**src/logic/msr_defs.vh**
```
// bit positions, masks and reset values for the meter status event block
// assumes inclusion by the status top design file of the block only
`ifndef MSR_DEFS_VH
`define MSR_DEFS_VH
`define MSR_SE_OPC        3
`define MSR_SE_OPC_BIT    0
`define MSR_SE_QYE_BIT    2
`define MSR_SE_DDE_BIT    3
`define MSR_SE_EXE_BIT    4
`define MSR_SE_CME_BIT    5
`define MSR_SE_PON_BIT    7
`define MSR_SE_MASK       8'hBD
`define MSR_QD_VOLT_BIT   0
`define MSR_QD_TEMP_BIT   4
`define MSR_QD_OHM_BIT    9
`define MSR_QD_MASK       16'h0211
`define MSR_SB_QDS_BIT    3
`define MSR_SB_MAV_BIT    4
`define MSR_SB_SES_BIT    5
`define MSR_OVL_VOLT      2'h0
`define MSR_OVL_TEMP      2'h1
`define MSR_OVL_OHM       2'h2
`define MSR_ZERO8         8'h00
`define MSR_ZERO16        16'h0000
`endif

```
**src/logic/msr_event_reg.v**
```verilog
// latched event register with enable mask and summary output
// assumes single-cycle set pulses and synchronous clear strobes
`timescale 1ns/100ps
module msr_event_reg #(
    parameter WIDTH = 8,
    parameter [WIDTH-1:0] VALID = {WIDTH{1'b1}}
) (
    // clock and reset
    input  wire             clk,
    input  wire             rstN,
    // events and clears
    input  wire [WIDTH-1:0] setPulse,
    input  wire             clearEvents,
    // enable mask control
    input  wire             maskWrite,
    input  wire [WIDTH-1:0] maskData,
    input  wire             maskPowerClear,
    // state
    output reg  [WIDTH-1:0] events,
    output reg  [WIDTH-1:0] mask,
    output wire             summary
);
    // a set arriving with a clear wins so no event is lost
    always @(posedge clk or negedge rstN) begin
        if (!rstN) begin
            events <= {WIDTH{1'b0}};
        end else begin
            events <= ((clearEvents ? {WIDTH{1'b0}} : events)
                       | setPulse) & VALID;
        end
    end

    // no reset on the mask: it must survive a power cycle when kept
    always @(posedge clk) begin
        if (maskPowerClear) begin
            mask <= {WIDTH{1'b0}};
        end else if (maskWrite) begin
            mask <= maskData & VALID;
        end
    end

    assign summary = |(events & mask);
endmodule

```
**src/logic/msr_mav_ctrl.v**
```verilog
// message-available tracking and acquisition hold
// assumes buffer status inputs from the output buffer logic
`timescale 1ns/100ps
module msr_mav_ctrl (
    // clock and reset
    input  wire clk,
    input  wire rstN,
    // measurement flow
    input  wire firstTrigger,
    input  wire readMode,
    input  wire initDone,
    input  wire fetchCmd,
    input  wire outBufEmpty,
    input  wire outBufFull,
    input  wire opcPending,
    // results
    output reg  mavFlag,
    output reg  acqHalt,
    output reg  memToBuffer
);
    reg armed;
    reg moveLag;

    always @(posedge clk or negedge rstN) begin
        if (!rstN) begin
            mavFlag     <= 1'b0;
            armed       <= 1'b0;
            acqHalt     <= 1'b0;
            memToBuffer <= 1'b0;
            moveLag     <= 1'b0;
        end else begin
            moveLag     <= memToBuffer;
            // readings only move after fetch, once initiate is done
            memToBuffer <= fetchCmd & initDone;
            acqHalt     <= outBufFull & opcPending;
            if (readMode & firstTrigger & ~armed) begin
                mavFlag <= 1'b1;
                armed   <= 1'b1;
            end else if (~readMode & fetchCmd & initDone) begin
                mavFlag <= 1'b1;
            // buffer fills two edges after the move, so hold off the clear
            end else if (outBufEmpty & ~memToBuffer & ~moveLag) begin
                mavFlag <= 1'b0;
                armed   <= 1'b0;
            end
        end
    end
endmodule

```
**src/logic/msr_status_top.v**
```verilog
// top of meter status event reporting: standard event, questionable data,
// message-available and status byte summary bits
// assumes event inputs are single-cycle pulses synchronous to mclk
`timescale 1ns/100ps
`include "msr_defs.vh"
module msr_status_top (
    // clock and reset
    input  wire        mclk,
    input  wire        arst_n,
    // stored power-on-clear setting
    input  wire        powerOnClearSet,
    // command strobes
    input  wire        clearStatusCmd,
    input  wire        stdQueryCmd,
    input  wire        quesQueryCmd,
    input  wire        opcExecuted,
    input  wire        stdMaskWrite,
    input  wire [7:0]  stdMaskData,
    input  wire        quesMaskWrite,
    input  wire [15:0] quesMaskData,
    // error sources
    input  wire        readEmptyBuf,
    input  wire        unreadQueryLine,
    input  wire        bothBufFull,
    input  wire        selfTestFail,
    input  wire        calFail,
    input  wire        execError,
    input  wire        cmdError,
    input  wire        overloadPulse,
    input  wire [1:0]  overloadKind,
    // measurement flow
    input  wire        firstTrigger,
    input  wire        readMode,
    input  wire        initDone,
    input  wire        fetchCmd,
    input  wire        outBufEmpty,
    input  wire        outBufFull,
    input  wire        opcPending,
    // register read back
    output reg  [7:0]  stdEventFlags,
    output reg  [15:0] quesDataFlags,
    output reg  [7:0]  stdEnableMask,
    output reg  [15:0] quesEnableMask,
    output reg  [7:0]  statusByte,
    // error queue and flow
    output reg         errQueuePush,
    output reg         acqHalt,
    output reg         memToBuffer
);
    reg        rstSync1;
    reg        rstSync2;
    reg        powerUp;
    reg        seenPowerUp;
    wire [7:0] stdEvents;
    wire [7:0] stdMask;
    wire       stdSummary;
    wire [15:0] quesEvents;
    wire [15:0] quesMask;
    wire       quesSummary;
    wire       mavFlag;
    wire       acqHaltInt;
    wire       memToBufferInt;
    wire       queryErr;
    wire       devErr;
    wire       stdClear;
    wire       quesClear;
    reg  [7:0] stdSet;
    reg  [15:0] quesSet;

    // reset released through two flops
    always @(posedge mclk or negedge arst_n) begin
        if (!arst_n) begin
            rstSync1 <= 1'b0;
            rstSync2 <= 1'b0;
        end else begin
            rstSync1 <= 1'b1;
            rstSync2 <= rstSync1;
        end
    end

    // one pulse after release marks power-on
    always @(posedge mclk or negedge rstSync2) begin
        if (!rstSync2) begin
            seenPowerUp <= 1'b0;
            powerUp     <= 1'b0;
        end else begin
            seenPowerUp <= 1'b1;
            powerUp     <= ~seenPowerUp;
        end
    end

    function [15:0] ovlBit;
        input [1:0] kind;
        begin
            case (kind)
                `MSR_OVL_VOLT: ovlBit = 16'h0001;
                `MSR_OVL_TEMP: ovlBit = 16'h0010;
                `MSR_OVL_OHM:  ovlBit = 16'h0200;
                default:       ovlBit = `MSR_ZERO16;
            endcase
        end
    endfunction

    assign queryErr  = readEmptyBuf | unreadQueryLine | bothBufFull;
    assign devErr    = selfTestFail | calFail | overloadPulse;
    assign stdClear  = clearStatusCmd | stdQueryCmd;
    assign quesClear = clearStatusCmd | quesQueryCmd;

    always @* begin
        stdSet = `MSR_ZERO8;
        stdSet[`MSR_SE_OPC_BIT] = opcExecuted;
        stdSet[`MSR_SE_QYE_BIT] = queryErr;
        stdSet[`MSR_SE_DDE_BIT] = devErr;
        stdSet[`MSR_SE_EXE_BIT] = execError;
        stdSet[`MSR_SE_CME_BIT] = cmdError;
        stdSet[`MSR_SE_PON_BIT] = powerUp;
        quesSet = overloadPulse ? ovlBit(overloadKind) : `MSR_ZERO16;
    end

    msr_event_reg #(
        .WIDTH (8),
        .VALID (`MSR_SE_MASK)
    ) uStd (
        .clk            (mclk),
        .rstN           (rstSync2),
        .setPulse       (stdSet),
        .clearEvents    (stdClear),
        .maskWrite      (stdMaskWrite),
        .maskData       (stdMaskData),
        .maskPowerClear (powerUp & powerOnClearSet),
        .events         (stdEvents),
        .mask           (stdMask),
        .summary        (stdSummary)
    );

    msr_event_reg #(
        .WIDTH (16),
        .VALID (`MSR_QD_MASK)
    ) uQues (
        .clk            (mclk),
        .rstN           (rstSync2),
        .setPulse       (quesSet),
        .clearEvents    (quesClear),
        .maskWrite      (quesMaskWrite),
        .maskData       (quesMaskData),
        .maskPowerClear (powerUp),
        .events         (quesEvents),
        .mask           (quesMask),
        .summary        (quesSummary)
    );

    msr_mav_ctrl uMav (
        .clk          (mclk),
        .rstN         (rstSync2),
        .firstTrigger (firstTrigger),
        .readMode     (readMode),
        .initDone     (initDone),
        .fetchCmd     (fetchCmd),
        .outBufEmpty  (outBufEmpty),
        .outBufFull   (outBufFull),
        .opcPending   (opcPending),
        .mavFlag      (mavFlag),
        .acqHalt      (acqHaltInt),
        .memToBuffer  (memToBufferInt)
    );

    // outputs registered one cycle behind internal state
    always @(posedge mclk or negedge rstSync2) begin
        if (!rstSync2) begin
            stdEventFlags  <= `MSR_ZERO8;
            quesDataFlags  <= `MSR_ZERO16;
            stdEnableMask  <= `MSR_ZERO8;
            quesEnableMask <= `MSR_ZERO16;
            statusByte     <= `MSR_ZERO8;
            errQueuePush   <= 1'b0;
            acqHalt        <= 1'b0;
            memToBuffer    <= 1'b0;
        end else begin
            stdEventFlags  <= stdEvents;
            quesDataFlags  <= quesEvents;
            stdEnableMask  <= stdMask;
            quesEnableMask <= quesMask;
            statusByte     <= `MSR_ZERO8;
            statusByte[`MSR_SB_QDS_BIT] <= quesSummary;
            statusByte[`MSR_SB_MAV_BIT] <= mavFlag;
            statusByte[`MSR_SB_SES_BIT] <= stdSummary;
            // overload alone never queues an error
            errQueuePush <= queryErr | execError | cmdError
                            | selfTestFail | calFail;
            acqHalt        <= acqHaltInt;
            memToBuffer    <= memToBufferInt;
        end
    end
endmodule

```
**config.mk**
```make
export PLATFORM = sky130hd
export DESIGN_NAME = msr_status_top
export DESIGN_NICKNAME = d
export VERILOG_FILES = /design/src/logic/msr_event_reg.v /design/src/logic/msr_mav_ctrl.v /design/src/logic/msr_status_top.v
export VERILOG_INCLUDE_DIRS = /design/src /design/src/logic
export SDC_FILE = /design/constraint.sdc
export NUM_CORES = 1
export LEC_CHECK = 0
export ABC_AREA = 1
export BUFFER_PORTS_ARGS = -buffer_cell sky130_fd_sc_hd__buf_4
export CAP_MARGIN = 20
export CORE_MARGIN = 4
export CORE_UTILIZATION = 52
export CTS_CLUSTER_SIZE = 12
export DETAILED_ROUTE_END_ITERATION = 8
export GPL_ROUTABILITY_DRIVEN = 0
export PLACE_DENSITY = 0.85
export SYNTH_ARGS = -nofsm -noshare
export SYNTH_HDL_FRONTEND = slang
export SYNTH_HIERARCHICAL = 1
export SYNTH_SLANG_ARGS = --single-unit
export TNS_END_PERCENT = 20
```
**constraint.sdc**
```tcl
create_clock -name mclk -period 4.1 [get_ports mclk]
set_input_delay 0.615 -clock mclk [delete_from_list [all_inputs] [get_ports mclk]]
set_output_delay 0.615 -clock mclk [all_outputs]
set_load 0.05 [all_outputs]
```
==> results_dict.tcl <==
set metrics [dict create \
    overflow 0 \
    grt_use_total_pct 15.39 \
    fmax_mhz 656.9 \
    fp.dieArea_um2 6490 \
    finalWorstSetupSlack_ns 2.578 \
    io_pins 109 \
    r2r_slack_ns 2.83 \
    initial_utilization_pct 53.60 \
    critPathSlowestCell "dfrtp_1" \
    min_period_ns 1.522 \
    drt_iter0_drc 72 \
    dpl.cell_count 385 \
    holdBufCountCts 0 \
    antenna_found_initial 0 \
    cp_max_fo 1 \
    drv_cap 0 \
    p_leak_nw 1.904 \
    p_total_mw 1.734 \
    setup_viol 0 \
    ys_types 17 \
    core_area_um2 5107 \
    crit_chain "buf_4" \
    firstDrtPassIters 4 \
    ctsResizeCount 0 \
    clock-root-buffer "clkbuf_8" \
    final_common_cell "buf_4" \
    min_path_type "input pin to asynchronous set/reset pin" \
    grt_max_degree 41 \
    syn_area_um2 2738 \
    syn_area_per_cell_um2 12.01 \
    clock_latency_ns 0.33 \
    num_vias 1664 \
    critPathKind "register to output pin" \
    cp.arrival_ns 0.91 \
    power_density_nw_per_um2 486.9 \
    area_growth_pct 30.07 \
    port_buffers 88 \
    grt_pass1_vias 1645 \
    start_kind "register" \
    pre_cts_slack_ns 2.745 \
    cts_made_buffers 9 \
    worstReg2RegStart "rstSync2" \
    worst_pin_slew_ns 0.8320 \
    crit_required_ns 3.48 \
    drive_gt1_share_pct 32.93 \
    cts_setup_buffers 0 \
    tns_ns 0 \
    ctsHtreeMaxLevel 3 \
    synth.yosys.seq_area_share_pct 72.39 \
    period_share_pct 37.13 \
    layout_common_cells "buf_4, dfrtp_1, nand2_1, conb_1, inv_1" \
    netlist_instances 228 \
    r2r_cells 1 \
    crit_family "flip-flops" \
    rsz0062_at_grt "false" \
    fillers 377 \
    antenna_cells 0 \
    dp_hpwl_um 3552 \
    slew_headroom_pct 44.53 \
    dieHeight_um 80.56 \
    synth-seq-cells 81 \
    nets 376 \
    cpPeakStageDelay_ns 0.39 \
    whs_ns 0.04725 \
    fp.dieW_um 80.56 \
    routed_via_density 4.150 \
    clock_sinks 81 \
    rows 26 \
    cts_tree "built" \
    drc 0 \
    final-hold-violation-count 0 \
    drt.antenna.violating_nets 0 \
    end_kind "output pin" \
    ir_drop_mv 0.3048 \
    status "finished clean" \
    r2r_end "stdEventFlags[4]" \
    critPathBufInv 1 \
    grt_pass1_wl_um 7203 \
    finalClockSkew_ns 0.006721 \
    drv_slew 0 \
    cts_max_path_buffers 2 \
    wl_per_cell_um 11.68 \
    finalWirelength_um 4684 \
    clk_pin_slew_ns 0.08 \
    synth_warnings 6 \
    fin_cells 401 \
]
==> cell type report <==
type / count / area [µm²] / share of cell area (%)
Tap cell: 70 / 87.58 / 2.460
Inverter: 29 / 108.9 / 3.057
Timing Repair Buffer: 89 / 668.1 / 18.76
Clock inverter: 4 / 70.07 / 1.968
Multi-Input combinational cell: 116 / 508.0 / 14.27
Clock buffer: 12 / 135.1 / 3.795
Sequential cell: 81 / 1983 / 55.69
==> cells in the mapped netlist <==
cell type / n / area [µm²]
dfxtp_1: 9 / 180.2
or2_1: 2 / 12.51
o21ai_0: 1 / 5.000
inv_1: 26 / 97.59
nor3_2: 1 / 10.01
dfrtp_1: 72 / 1802
inv_2: 3 / 11.26
o21bai_1: 9 / 67.56
nand2_2: 1 / 6.260
conb_1: 4 / 15.01
nand3_1: 3 / 15.01
buf_4: 35 / 262.8
nor3b_2: 1 / 12.51
a21oi_1: 6 / 30.03
nand2_1: 43 / 161.4
nand3b_1: 1 / 7.510
nor2_1: 11 / 41.29
==> power by group <==
part	switching [mW]	internal (mW)	total, mW
Sequential	0.0287	0.849	0.877
Combinational	0.178	0.0788	0.257
Clock	0.258	0.342	0.600
==> per-layer routing <==
| layer | share of wire (%) | track usage, % |
|---|---|---|
| met1 | 36 | 16.30 |
| met2 | 52 | 25.50 |
| met3 | 8.8 | 5.269 |
| met4 | 2.6 | 10.81 |
| met5 | 0 | 0 |
==> cells by family after synthesis <==
| group | Yosys count | share of synthesized area, % |
|---|---|---|
| buf+inv | 64 | 13.57 |
| flops | 81 | 72.39 |
| simple gates | 63 | 9.735 |
| compound gates | 16 | 3.747 |
| other cells | 4 | 0.5483 |
==> worst max path at each step <==
| stage | start | to | slack (ns) | cells past startpoint |
|---|---|---|---|---|
| 2_1_floorplan | rstSync2 | acqHalt | 1.95 | 0 |
| 3_3_place_gp | rstSync2 | stdEnableMask[0] | 2.79 | 1 |
| 3_5_place_dp | rstSync2 | stdEnableMask[0] | 2.75 | 1 |
| 4_1_cts | quesEnableMask[15] | quesEnableMask[15] | 2.56 | 1 |
| 5_1_grt | quesEnableMask[15] | quesEnableMask[15] | 2.53 | 1 |
| 6_report | statusByte[3] | statusByte[3] | 2.58 | 1 |
==> registers in the layout, summed over array words and instances (netlist names), 3 cells and up <==
signal / cells
quesDataFlags: 16
quesEnableMask: 16
stdEnableMask: 8
stdEventFlags: 8
uStd/events: 6
uStd/mask: 6
statusByte: 3
uQues/events: 3
uQues/mask: 3
==> stage by stage <==
stage	utilization, %	instance area [µm²]
2_1_floorplan	-	2861
3_3_place_gp	65.70	3356
3_5_place_dp	65.70	3356
4_1_cts	69.72	3561
5_1_grt	69.72	3561
6_report	69.72	3561
No activity file was read; power rests on OpenSTA's default activity.
